===== config.mk =====
export PLATFORM = sky130hd
export DESIGN_NAME = rosl_top
export DESIGN_NICKNAME = d
export VERILOG_FILES = /design/src/rosl_pkg.sv /design/src/rosl_top.sv
export VERILOG_INCLUDE_DIRS = /design/src /design/src/src
export SDC_FILE = /design/constraint.sdc
export NUM_CORES = 1
export LEC_CHECK = 0
export BUFFER_PORTS_ARGS = -buffer_cell sky130_fd_sc_hd__buf_2
export CAP_MARGIN = 10
export CORE_UTILIZATION = 52
export DETAILED_ROUTE_END_ITERATION = 8
export GPL_ROUTABILITY_DRIVEN = 0
export PLACE_DENSITY_LB_ADDON = 0.1
export RECOVER_POWER = 50
export SYNTH_ARGS = -nofsm -noshare
export SYNTH_HDL_FRONTEND = slang
export SYNTH_SLANG_ARGS = --single-unit

===== constraint.sdc =====
create_clock -name i_sys_clk -period 2.5 [get_ports i_sys_clk]
set_input_delay 0 -clock i_sys_clk [delete_from_list [all_inputs] [get_ports i_sys_clk]]
set_output_delay 0 -clock i_sys_clk [all_outputs]
set_load 0.05 [all_outputs]

===== src/rosl_defines.svh =====
`ifndef ROSL_DEFINES_SVH
`define ROSL_DEFINES_SVH
// ----------------------------------------
// register map
// ----------------------------------------
`define ROSL_ADDR_W      12
`define ROSL_CFG_ADDR    12'h000
`define ROSL_KEY_ADDR    12'h004
`define ROSL_DCFG_ADDR   12'h008
`define ROSL_OUT_REGION  4'h1
`define ROSL_IN_REGION   4'h2
// ----------------------------------------
// fields and reset values
// ----------------------------------------
`define ROSL_LOCK_BIT    13
`define ROSL_ONEWAY_BIT  29
`define ROSL_SEL_RST     4'h0
`define ROSL_LOCK_RST    1'b0
// arbitrary unlock keys, first then second
`define ROSL_KEY_FIRST   32'haa99_6655
`define ROSL_KEY_SECOND  32'h5566_99aa
// ----------------------------------------
// pin groups (first index of each group)
// ----------------------------------------
`define ROSL_NUM_OUT     48
`define ROSL_GRP2_START  13
`define ROSL_GRP3_START  27
`define ROSL_GRP4_START  41
`endif


===== src/rosl_pkg.sv =====
package rosl_pkg;
    typedef enum logic [1:0] {
        KEY_IDLE,
        KEY_HALF,
        KEY_OPEN
    } rosl_key_t;

    typedef struct packed {
        logic uart1_transmit;
        logic uart2_transmit;
        logic uart3_transmit;
        logic uart4_transmit;
        logic uart5_transmit;
        logic uart1_request_to_send;
        logic uart2_request_to_send;
        logic uart3_request_to_send;
        logic uart4_request_to_send;
        logic uart5_request_to_send;
        logic spi1_data_out;
        logic spi2_data_out;
        logic spi3_data_out;
        logic spi4_data_out;
        logic spi1_select;
        logic spi2_select;
        logic spi3_select;
        logic spi4_select;
        logic compare_output_1;
        logic compare_output_2;
        logic compare_output_3;
        logic compare_output_4;
        logic compare_output_5;
        logic can1_transmit;
        logic comparator1_output;
        logic comparator2_output;
        logic reference_clock_out;
    } rosl_periph_t;
endpackage


===== src/rosl_top.sv =====
// Implementation choices: the strobed register port and the placing of the registers.
`timescale 1ns/1ps
`default_nettype none
`include "rosl_defines.svh"

module rosl_top
    import rosl_pkg::*;
#(
    parameter int          IN_SELS = 34,
    parameter bit          HAS_CAN = 1'b1
) (
    input  wire logic                          i_sys_clk,
    input  wire logic                          i_rst_n,
    input  wire logic [`ROSL_ADDR_W-1:0]       i_addr,
    input  wire logic [31:0]                   i_wdata,
    input  wire logic                          i_wr,
    input  wire logic                          i_rd,
    input  wire logic [31:0]                   i_device_config_word_three,
    input  wire rosl_periph_t                  i_periph,
    output logic      [31:0]                   o_rdata,
    output logic      [`ROSL_NUM_OUT-1:0]      o_pin_out,
    output logic      [`ROSL_NUM_OUT-1:0]      o_pin_en,
    output logic      [IN_SELS-1:0][3:0]       o_in_sel,
    output logic                               o_mapping_lock
);

    // ----------------------------------------
    // elaboration checks
    // ----------------------------------------
    if (IN_SELS < 1 || IN_SELS > 64) begin : g_bad_in_sels
        $error("IN_SELS must lie in 1..64");
    end

    // ----------------------------------------
    // helpers
    // ----------------------------------------
    function automatic logic [1:0] grp_of(input int idx);
        grp_of = (idx < `ROSL_GRP2_START) ? 2'h0 :
                 (idx < `ROSL_GRP3_START) ? 2'h1 :
                 (idx < `ROSL_GRP4_START) ? 2'h2 : 2'h3;
    endfunction

    // returns {enable, level}; reserved codes fall to the default
    function automatic logic [1:0] pin_mux(input logic [1:0] grp, input logic [3:0] code,
                                           input rosl_periph_t p);
        pin_mux = 2'h0;
        unique case (grp)
            2'h0: begin
                case (code)
                    4'h1: pin_mux = {1'b1, p.uart3_transmit};
                    4'h2: pin_mux = {1'b1, p.uart4_request_to_send};
                    4'h6: pin_mux = {1'b1, p.spi2_data_out};
                    4'hb: pin_mux = {1'b1, p.compare_output_3};
                    4'hc: pin_mux = HAS_CAN ? {1'b1, p.can1_transmit} : 2'h0;
                    4'hd: pin_mux = {1'b1, p.comparator2_output};
                    4'he: pin_mux = {1'b1, p.spi3_data_out};
                    4'hf: pin_mux = {1'b1, p.spi4_data_out};
                    default: pin_mux = 2'h0;
                endcase
            end
            2'h1: begin
                case (code)
                    4'h1: pin_mux = {1'b1, p.uart2_transmit};
                    4'h3: pin_mux = {1'b1, p.uart1_transmit};
                    4'h4: pin_mux = {1'b1, p.uart5_request_to_send};
                    4'h8: pin_mux = {1'b1, p.spi1_data_out};
                    4'hb: pin_mux = {1'b1, p.compare_output_4};
                    4'he: pin_mux = {1'b1, p.spi3_data_out};
                    4'hf: pin_mux = {1'b1, p.spi4_data_out};
                    default: pin_mux = 2'h0;
                endcase
            end
            2'h2: begin
                case (code)
                    4'h1: pin_mux = {1'b1, p.uart3_request_to_send};
                    4'h2: pin_mux = {1'b1, p.uart4_transmit};
                    4'h3: pin_mux = {1'b1, p.reference_clock_out};
                    4'h4: pin_mux = {1'b1, p.uart5_transmit};
                    4'h7: pin_mux = {1'b1, p.spi1_select};
                    4'h8: pin_mux = {1'b1, p.spi1_data_out};
                    4'hb: pin_mux = {1'b1, p.compare_output_5};
                    4'hd: pin_mux = {1'b1, p.comparator1_output};
                    4'he: pin_mux = {1'b1, p.spi3_select};
                    4'hf: pin_mux = {1'b1, p.spi4_select};
                    default: pin_mux = 2'h0;
                endcase
            end
            2'h3: begin
                case (code)
                    4'h1: pin_mux = {1'b1, p.uart2_request_to_send};
                    4'h3: pin_mux = {1'b1, p.uart1_request_to_send};
                    4'h4: pin_mux = {1'b1, p.uart5_transmit};
                    4'h6: pin_mux = {1'b1, p.spi2_select};
                    4'h8: pin_mux = {1'b1, p.spi1_data_out};
                    4'hb: pin_mux = {1'b1, p.compare_output_2};
                    4'hc: pin_mux = {1'b1, p.compare_output_1};
                    default: pin_mux = 2'h0;
                endcase
            end
        endcase
    endfunction

    // ----------------------------------------
    // state
    // ----------------------------------------
    logic [3:0]           out_sel [`ROSL_NUM_OUT];
    logic                 mapping_lock;
    logic                 one_way_lock_option;
    logic                 cfg_captured;
    logic [31:0]          dcfg_word;
    rosl_key_t            key_state;
    rosl_key_t            next_key_state;
    logic                 next_lock;

    // ----------------------------------------
    // address decode
    // ----------------------------------------
    wire       cfg_hit  = (i_addr == `ROSL_CFG_ADDR);
    wire       key_hit  = (i_addr == `ROSL_KEY_ADDR);
    wire       dcfg_hit = (i_addr == `ROSL_DCFG_ADDR);
    wire [5:0] sel_idx  = i_addr[7:2];
    wire       aligned  = (i_addr[1:0] == 2'h0);
    wire       out_hit  = aligned && (i_addr[11:8] == `ROSL_OUT_REGION)
                          && (int'(sel_idx) < `ROSL_NUM_OUT);
    wire       in_hit   = aligned && (i_addr[11:8] == `ROSL_IN_REGION)
                          && (int'(sel_idx) < IN_SELS);
    wire       sel_wr_ok = i_wr && !mapping_lock;

    // ----------------------------------------
    // unlock sequence
    // ----------------------------------------
    // any write to the config register closes the window again, so each
    // lock change needs a fresh pair of keys
    assign next_key_state = (i_wr && key_hit && i_wdata == `ROSL_KEY_FIRST) ? KEY_HALF :
                            (i_wr && key_hit && i_wdata == `ROSL_KEY_SECOND && key_state == KEY_HALF)
                                ? KEY_OPEN :
                            (i_wr && (key_hit || cfg_hit)) ? KEY_IDLE : key_state;

    // ----------------------------------------
    // lock bit
    // ----------------------------------------
    // key needed
    wire lock_wr   = i_wr && cfg_hit && (key_state == KEY_OPEN);
    wire clr_block = one_way_lock_option && mapping_lock;
    assign next_lock = !lock_wr ? mapping_lock :
                       i_wdata[`ROSL_LOCK_BIT] ? 1'b1 :
                       clr_block ? mapping_lock : 1'b0;

    always_ff @(posedge i_sys_clk or negedge i_rst_n) begin
        if (!i_rst_n) begin
            mapping_lock <= `ROSL_LOCK_RST;
            key_state    <= KEY_IDLE;
        end else begin
            mapping_lock <= next_lock;
            key_state    <= next_key_state;
        end
    end

    // ----------------------------------------
    // config word capture
    // ----------------------------------------
    // the option is held set until the word is sampled, the safe direction
    always_ff @(posedge i_sys_clk or negedge i_rst_n) begin
        if (!i_rst_n) begin
            cfg_captured        <= 1'b0;
            one_way_lock_option <= 1'b1;
            dcfg_word           <= 32'hffff_ffff;
        end else if (!cfg_captured) begin
            cfg_captured        <= 1'b1;
            one_way_lock_option <= i_device_config_word_three[`ROSL_ONEWAY_BIT];
            dcfg_word           <= i_device_config_word_three;
        end
    end

    // ----------------------------------------
    // selectors
    // ----------------------------------------
    always_ff @(posedge i_sys_clk or negedge i_rst_n) begin
        if (!i_rst_n) begin
            for (int i = 0; i < `ROSL_NUM_OUT; i++) begin
                out_sel[i] <= `ROSL_SEL_RST;
            end
        end else if (sel_wr_ok && out_hit) begin
            out_sel[sel_idx] <= i_wdata[3:0];
        end
    end

    always_ff @(posedge i_sys_clk or negedge i_rst_n) begin
        if (!i_rst_n) begin
            o_in_sel <= '0;
        end else if (sel_wr_ok && in_hit) begin
            o_in_sel[sel_idx] <= i_wdata[3:0];
        end
    end

    // ----------------------------------------
    // read path
    // ----------------------------------------
    // reads ignore the lock
    wire [31:0] rd_word = cfg_hit  ? (32'h0 | (32'(mapping_lock) << `ROSL_LOCK_BIT)) :
                          key_hit  ? {30'h0, key_state} :
                          dcfg_hit ? dcfg_word :
                          out_hit  ? {28'h0, out_sel[sel_idx]} :
                          in_hit   ? {28'h0, o_in_sel[sel_idx]} : 32'h0;

    always_ff @(posedge i_sys_clk or negedge i_rst_n) begin
        if (!i_rst_n) begin
            o_rdata        <= 32'h0;
            o_mapping_lock <= `ROSL_LOCK_RST;
        end else begin
            o_rdata        <= i_rd ? rd_word : 32'h0;
            o_mapping_lock <= next_lock;
        end
    end

    // ----------------------------------------
    // pin output stage
    // ----------------------------------------
    // registered so the pins never see a mux glitch; costs one cycle of latency
    logic [`ROSL_NUM_OUT-1:0] pin_lvl;
    logic [`ROSL_NUM_OUT-1:0] pin_drv;

    for (genvar g = 0; g < `ROSL_NUM_OUT; g++) begin : g_pin
        assign {pin_drv[g], pin_lvl[g]} = pin_mux(grp_of(g), out_sel[g], i_periph);
    end

    always_ff @(posedge i_sys_clk or negedge i_rst_n) begin
        if (!i_rst_n) begin
            o_pin_out <= '0;
            o_pin_en  <= '0;
        end else begin
            o_pin_out <= pin_lvl & pin_drv;
            o_pin_en  <= pin_drv;
        end
    end

    wire wr_out0 = i_wr && out_hit && (sel_idx == 6'h0);
endmodule
`default_nettype wire


# Word-level counts from Yosys, hierarchy flattened
# Cells that the tools add are included.
# op_classes
n_lt_le_gt_ge	6
eq_ne	400
mux	70
bitwise_logic	2
n_reduce_logical	23
# ops
operator	count
equality test 4 bit, second input constant	212
case mux 2 bit (7 select lines)	21
case mux 2 bit (10 select lines)	14
equality test 4 x 3 -> 1 bit, second input constant	69
equality test 4 x 2 -> 1 bit, second input constant	63
case mux 2 bit (8 select lines)	13
equality test 4 x 1 -> 1 bit, second input constant	49
bitwise mux 192 bit	1
bitwise mux 136 bit	1
two-way mux 32 bit	4
AND 48 bit	1
binary-select mux 4 bit (select 6 bit)	2
demux 4 bit (select 6 bit)	2
equality test 32 x 31 -> 1 bit, second input constant	1
equality test 32 bit, second input constant	1
two-way mux 4 bit	7
logical AND 1 bit	17
equality test 12 x 3 -> 1 bit, second input constant	1
equality test 12 x 4 -> 1 bit, second input constant	1
logical NOT 12 bit	1
less-than comparator 6 bit, second input constant	2
greater-or-equal comparator 7 bit, second input constant	1
less-than comparator 6 x 7 -> 1 bit, second input constant	1
less-than comparator 7 x 1 -> 1 bit, second input constant	1
other kinds (12)	15
# totals
reg_bits	493
input_bits	107
out_inout_bits	265
wordCells	591

# Logic depth before layout (Yosys ltp)
# Gate-level depths: netlist (run 1).
# logic_depth
ltp_word	9
depth_mapped	10
depth_no_buf	6

# Worst setup path before layout (run 1)
# Ideal clock, no wire load.
# synth_path
path_type	register -> register
startpoint	reg, netlist name o_mapping_lock
endpoint	reg out_sel[16] in the netlist's numbering
setup_time_ns	0.125
arrival_ns	2.118
required_time_ns	2.375
slack_ns	0.258
stages_incl_launch_ff	7
n_path_buf	2
synth_period_minus_slack_ns	2.242
path_cell_list	dfrtp_1 -> or3b_1 -> buf_6 -> or3_4 -> buf_12 -> nor2_8 -> mux2_2
# synth_rtl
element	line	source
to (signal, indexed assignment)	rosl_top.sv:181	out_sel[i] <= `ROSL_SEL_RST;
to (signal, indexed assignment)	rosl_top.sv:184	out_sel[sel_idx] <= i_wdata[3:0];
to (decl)	rosl_top.sv:106	logic [3:0] out_sel [`ROSL_NUM_OUT];

# Final worst setup path (run 1)
# layout_path
startpoint	in i_addr[7]
endpoint	reg out_sel[0] in the netlist's numbering
# layout_via
elab_chain_len	6
word_cells_on_any_way	10
cone_classes	order compare: 3; mux: 3; bitwise: 1; reduce/logical: 3
# layout_lines
element	line	source
from (decl)	rosl_top.sv:14	input wire logic [`ROSL_ADDR_W-1:0] i_addr,
NOT 6 -> 7 bit (implied by the code)	rosl_top.sv:184	
greater-or-equal comparator 7 bit (implied by the code) or less-than comparator 7 x 1 -> 1 bit (tied branches)	rosl_top.sv:184	
logical AND 1 bit (implied by the code)	rosl_top.sv:184	
two-way mux 4 bit (implied by the code)	rosl_top.sv:184	
demux 4 bit (select 6 bit)	rosl_top.sv:184	
bitwise mux 192 bit	rosl_top.sv:184	
# Parallel ways exist; a longest one is shown, timed or not.
# A chain may end at the register's enable or synchronous reset.

==> impl_metrics.py, run 1 <==
metrics = {
    "logic_synthesis": {
        "ys_top_cells_by_area": "dfrtp_1, mux2_2, mux4_2",
        "ys.flop_type": "dfrtp_1",
        "synth_fp_nets": 2414,
        "seq_area_frac_synth": 0.470,
        "syn-mean-instance-area_sq_um": 11.4,
        "yosysTopAreaCell": "dfrtp_1",
        "postSynthCellCount": 2307,
        "synth_top_area_frac": 0.438,
        "yosys_register_bits": 492,
        "synth-edff-count": 0,
        "ys_async_sr_fraction": 1.00,
        "mappedNetlistArea_sq_um": 26300,
        "yosysWarnings": 0,
        "ys_types": 72,
    },
    "sta": {
        "rsz0062_at_grt": "no",
        "finalMaxSlewViolations": 0,
        "fin_crit_sh": 0.866,
        "finalCriticalPeriod_ns": 2.17,
        "fmax_mhz": 462,
        "tns_ns": 0,
        "hold_viol_final": 0,
        "worst_pin_slew_ns": 1.18,
        "slew_headroom": 0.211,
        "worst_slack_ns": 0.335,
        "skew_ns": 0.0239,
        "fin_hold_ws_ns": 0.0334,
        "setup_viol_count_final": 0,
    },
    "finish": {
        "antenna_cells": 0,
        "syn_to_final_growth_pct": 18.4,
        "nets": 2804,
        "drive_gt1_frac": 0.294,
        "fin_cells": 3409,
        "utilization": 0.623,
    },
    "clock_network": {
        "insertion_delay_ns": 0.61,
        "clockBufferDepth": 3,
        "htree_levels": 2,
        "cts_tree": "built",
        "clkSinkCount": 492,
        "clk_pin_slew_ns": 0.06,
        "ctsRootBufferMaster": "clkbuf_16",
        "cts_buffers": 53,
        "cts_setup_buffers": 0,
    },
    "critical_path": {
        "cp_max_fo": 14,
        "path_cells": "dlygate4sd3_1 > buf_2 > nand2_1 > nand4b_2 > or3b_1 > or3_4 > buf_12 > nor2_4 > mux2_2",
        "cpPeakStageDelay_ns": 0.59,
        "end_kind": "register",
        "cp_data_required_time_ns": 2.98,
        "critPathTopFamily": "simple AND/OR/NAND/NOR gates",
        "path_class": "primary input to register",
        "crit_buf_inv": 3,
        "arrival_ns": 2.65,
        "critPathLaunchType": "primary input",
        "slowest_stage": "dlygate4sd3_1",
    },
    "power_and_ir_drop": {
        "leakagePower_nw": 13.8,
        "vdd_drop_max_v": 0.000573,
        "power_density_nw_per_um2": 567,
    },
    "global_routing": {
        "grt_max_degree": 83,
        "antenna_found_initial": 4,
        "grt_pass1_vias": 21100,
        "grtUsageTotal": 0.328,
        "grt_pass1_wl_mm": 128,
        "grt-ovfl-total": 0,
    },
    "routing": {
        "via_per_inst": 6.21,
        "finalWirelength_mm": 84.6,
        "wl_per_cell_microns": 24.8,
        "ant_nets": 0,
        "vias": 21200,
        "drc_errors": 1,
        "drt_iter0_markers": 1877,
        "dr.pass1.iters": 9,
    },
    "floorplan": {
        "die_area_sq_um": 51500,
        "boundaryPins": 372,
        "die_height_microns": 227,
        "coreArea_sq_um": 50000,
        "die_x_microns": 227,
        "initial_core_util": 0.526,
        "rows": 82,
    },
    "placed_design": {
        "dpl_worst_slack_ns": 0.117,
        "portBuffers": 371,
        "dp_cells": 3259,
        "dp_hpwl_mm": 57.3,
    },
    "status": {
        "status": "complete, but fails checks",
        "violations": "design-rule violations",
    },
    "worst_hold_path": {
        "hp-class": "primary input to register",
    },
    "run": {
        "drv_cap": 0,
    },
}
layout by cell type (no fill, tap or decap), types with 55 or more instances in the layout:
master           n
mux2_2         397
nand2_1        125
dlygate4sd3_1   55
buf_4           84
mux4_2          65
dfrtp_1        460
clkbuf_1       277
nor2_1         133
mux2i_1         87
o21ai_0        129
buf_2          104
a21oi_1         94
per-stage QoR:
step           total power, mW  instance area [sq um]
3_5_place_dp              9.55                  29100
2_1_floorplan             8.90                  26300
3_3_place_gp              9.52                  29100
6_report                  17.6                  31100
5_1_grt                   18.2                  31100
4_1_cts                   17.8                  31500
tightest hold or removal path: cells and delay by family:
family	cells	cell delay, ns
AND/OR/NAND/NOR	1	0.10
AO/OA/AOI/OAI	3	0.31
buffers and inverters	1	0.18
routing by layer:
metal | global-route usage | wire length [microns]
met5 | 0 | 26
met3 | 0.0708 | 6780
met2 | 0.537 | 41200
met4 | 0.115 | 2560
met1 | 0.429 | 34000
logic make-up after synthesis:
group | count (synthesis) | synth area share
compound gates | 415 | 0.0964
buf+inv | 213 | 0.0327
other cells | 1 | 0.000143
simple gates | 597 | 0.128
flops | 492 | 0.470
mux | 552 | 0.260
xor+xnor | 37 | 0.0123
cell usage after synthesis (14+ instances only):
| cell type | number |
|---|---|
| nand2b_1 | 30 |
| inv_1 | 22 |
| o22ai_1 | 48 |
| clkbuf_1 | 161 |
| a31oi_1 | 41 |
| dfrtp_1 | 460 |
| dfstp_2 | 32 |
| nand2_1 | 125 |
| a21oi_1 | 94 |
| o21ai_0 | 129 |
| nand3_1 | 40 |
| o211ai_1 | 14 |
| xnor2_1 | 28 |
| nor2b_1 | 37 |
| nor2_1 | 133 |
| mux4_2 | 65 |
| a22oi_1 | 15 |
| nor3b_1 | 38 |
| and2_1 | 33 |
| mux2_2 | 397 |
| mux2i_1 | 87 |
| buf_2 | 14 |
| nand3b_1 | 45 |
| nor3_1 | 39 |
final timing paths:
path | cells past startpoint | startpoint | slack [ns] | to
hold / removal | 5 | i_periph[8] | 0.03 | o_pin_out[46]$_DFF_PN0_
setup / recovery | 9 | i_addr[7] | 0.33 | out_sel[0]$_DFFE_PN0P_
setup reg to reg | 6 | key_state[1]$_DFFE_PN0P_ | 0.38 | key_state[1]$_DFFE_PN0P_
max in group asynchronous | 4 | i_rst_n | 0.46 | o_pin_out[46]$_DFF_PN0_
hold reg to reg | 1 | dcfg_word[21]$_DFFE_PN1N_ | 0.52 | o_rdata[21]$_DFF_PN0_
min in group asynchronous | 3 | i_rst_n | 0.80 | o_rdata[5]$_DFF_PN0_
timing repair:
| item | 4_1_cts | 5_1_grt |
|---|---|---|
| hold buffers | 55 | 0 |
| hold endpoints to repair | 525 | 0 |
| resized for setup | 0 | 0 |
report_power, final:
group | switching [mW] | internal, mW | leakage (nW) | total [mW]
clock | 3.28 | 4.88 | 0.890 | 8.17
combinational | 0.880 | 0.446 | 6.20 | 1.33
sequential | 0.0650 | 8.09 | 6.76 | 8.15
total | 4.23 | 13.4 | 13.8 | 17.6
flip-flops by register name, summed over array words and instances (netlist names), 2 cells and up:
name / cells
o_rdata: 32
o_in_sel: 136
o_pin_out: 48
key_state: 2
out_sel: 192
dcfg_word: 32
o_pin_en: 48
area by class of cell:
type / instances / area [sq um]
Tap cell: 672 / 841
Multi-Input combinational cell: 1602 / 13100
Inverter: 22 / 82.6
Fill cell: 4126 / 18800
Clock inverter: 20 / 263
Sequential cell: 492 / 12400
Clock buffer: 75 / 1540
Timing Repair Buffer: 526 / 2960
No activity file was read; power rests on OpenSTA's default activity.
==> inputs of run 2 (changes only) <==
--- a/config.mk
+++ b/config.mk
@@ -6,6 +6,7 @@
 export SDC_FILE = /design/constraint.sdc
 export NUM_CORES = 1
 export LEC_CHECK = 0
+export ABC_AREA = 1
 export BUFFER_PORTS_ARGS = -buffer_cell sky130_fd_sc_hd__buf_2
 export CAP_MARGIN = 10
 export CORE_UTILIZATION = 52
==> impl_metrics.py, run 2 <==
metrics = {
    "clock_network": {
        "insertion_delay_ns": 0.62,
        "clkSinkCount": 492,
        "ctsRootBufferMaster": "clkbuf_16",
        "cts_tree": "built",
        "clockBufferDepth": 3,
        "cts_buffers": 53,
        "htree_levels": 2,
        "clk_pin_slew_ns": 0.06,
    },
    "floorplan": {
        "die_x_microns": 226,
        "coreArea_sq_um": 49200,
        "rows": 81,
        "die_height_microns": 226,
        "die_area_sq_um": 50900,
        "boundaryPins": 372,
        "initial_core_util": 0.529,
    },
    "global_routing": {
        "antenna_found_initial": 1,
        "grt_pass1_wl_mm": 140,
        "grt_pass1_vias": 24200,
        "grt-ovfl-total": 0,
        "grtUsageTotal": 0.361,
        "grt_max_degree": 83,
    },
    "sta": {
        "worst_pin_slew_ns": 1.37,
        "tns_ns": 0,
        "skew_ns": 0.0135,
        "finalMaxSlewViolations": 0,
        "hold_viol_final": 0,
        "fin_hold_ws_ns": 0.0306,
        "setup_viol_count_final": 0,
        "rsz0062_at_grt": "no",
        "worst_slack_ns": 0.188,
        "fmax_mhz": 433,
        "fin_crit_sh": 0.925,
        "finalCriticalPeriod_ns": 2.31,
        "slew_headroom": 0.0863,
    },
    "logic_synthesis": {
        "ys_top_cells_by_area": "dfrtp_1, nand2_1, o21ai_0",
        "synth-edff-count": 0,
        "synth_top_area_frac": 0.443,
        "yosysWarnings": 0,
        "mappedNetlistArea_sq_um": 26000,
        "synth_common_cells": "nand2_1, dfrtp_1, o21ai_0",
        "yosysTopAreaCell": "dfrtp_1",
        "seq_area_frac_synth": 0.475,
        "syn-mean-instance-area_sq_um": 7.32,
        "ys.flop_type": "dfrtp_1",
        "yosys_register_bits": 492,
        "ys_async_sr_fraction": 1.00,
        "postSynthCellCount": 3554,
        "yosysMostFrequentCell": "nand2_1",
        "synth_fp_nets": 3661,
        "ys_types": 41,
    },
    "finish": {
        "largest_reg_flops": 192,
        "top_register": "out_sel",
        "final-seq-area_sq_um": 12400,
        "utilization": 0.636,
        "syn_to_final_growth_pct": 20.2,
        "reg_top3": "out_sel: 192 flops, o_in_sel: 136 flops",
        "multi_input_area_sq_um": 11700,
        "most-common-layout-cells": "nand2_1, dfrtp_1, o21ai_0, inv_1, buf_2",
        "fin_cells": 4697,
        "fillCellCount": 4445,
        "final_common_cell": "nand2_1",
        "fin_area_sq_um": 31300,
        "nets": 4098,
        "drive_gt1_frac": 0.131,
    },
    "worst_hold_path": {
        "hold_start": "i_periph[2]",
        "hp-class": "primary input to register",
        "hold_depth": 5,
    },
    "critical_path": {
        "rrSetupSlack_ns": 0.22,
        "timing.rr.start": "out_sel[23]$_DFFE_PN0P_",
        "arrival_ns": 2.86,
        "critPathLaunchType": "primary input",
        "end_kind": "register",
        "rr_worst_depth": 8,
        "cp_max_fo": 12,
        "cp_data_required_time_ns": 3.05,
        "worstSetupStartpoint": "i_periph[13]",
        "path_class": "primary input to register",
    },
    "routing": {
        "ant_nets": 0,
        "dr.pass1.iters": 6,
        "via_per_inst": 5.62,
        "drc_errors": 0,
        "drt_iter0_markers": 2798,
        "finalWirelength_mm": 92.1,
        "wl_per_cell_microns": 19.6,
        "vias": 26400,
    },
    "power_and_ir_drop": {
        "leakagePower_nw": 15.1,
        "power_density_nw_per_um2": 563,
        "vdd_drop_max_v": 0.000499,
        "finalPower_mw": 17.6,
    },
    "placed_design": {
        "portBuffers": 371,
        "dp_hpwl_mm": 63.7,
        "dp_cells": 4507,
        "dpl_worst_slack_ns": 0.268,
        "place_area_sq_um": 28800,
    },
    "status": {
        "status": "complete, no violations",
    },
    "run": {
        "drv_cap": 0,
    },
}
==> run 2: layout make-up <==
class | instances | share of cell area
clock buffers | 78 | 0.0490
diodes | 1 | 0.0000801
clock inverters | 18 | 0.00737
repair buffers | 519 | 0.102
multi-input cells | 2551 | 0.374
inverters | 374 | 0.0451
flip-flops and latches | 492 | 0.395
well taps | 664 | 0.0266
==> run 2: final timing paths <==
path / endpoint
min in group asynchronous: o_pin_out[19]$_DFF_PN0_
min: o_pin_out[37]$_DFF_PN0_
max in group asynchronous: o_rdata[10]$_DFF_PN0_
max: o_pin_out[6]$_DFF_PN0_
max reg2reg: o_pin_out[42]$_DFF_PN0_
min reg2reg: dcfg_word[1]$_DFFE_PN1N_
==> run 2: power breakdown <==
group	switching (mW)	internal, mW	total [mW]
registers	0.0570	8.08	8.14
clock network	3.32	4.65	7.97
logic	1.07	0.414	1.48
total	4.44	13.1	17.6
==> run 2: cell families (layout without fill, tap and decap cells) <==
logic type	after synthesis	after routing	share of synthesized area
simple gates	1908	1908	0.307
compound gates	612	612	0.130
buf+inv	511	989	0.0757
flops	492	492	0.475
mux	30	30	0.0130
other cells	1	2	0.000144
==> run 2: worst max-delay path, cell delays in order <==
cell and delay (ns):
dlygate4sd3_1 0.52, buf_2 0.37, clkinvlp_4 0.33, o22ai_1 0.25, a21oi_1 0.06, dlygate4sd3_1 0.57
o2111ai_1 0.18, dlygate4sd3_1 0.56
==> run 2: per-layer routing <==
layer | track usage | routed length (microns) | vias to the layer above
met5 | 0 | 0 | -
met4 | 0.145 | 3780 | 0
met3 | 0.0818 | 8860 | 251
met2 | 0.561 | 41500 | 1349
met1 | 0.488 | 38000 | 12300
li1 | - | - | 12500
==> run 2: what timing repair did <==
item / CTS / global route
gates resized for setup: 0 / 5
hold buffers: 88 / 0
buffers inserted: 0 / 5
hold endpoints to repair: 608 / 0
setup endpoints to repair: 0 / 3
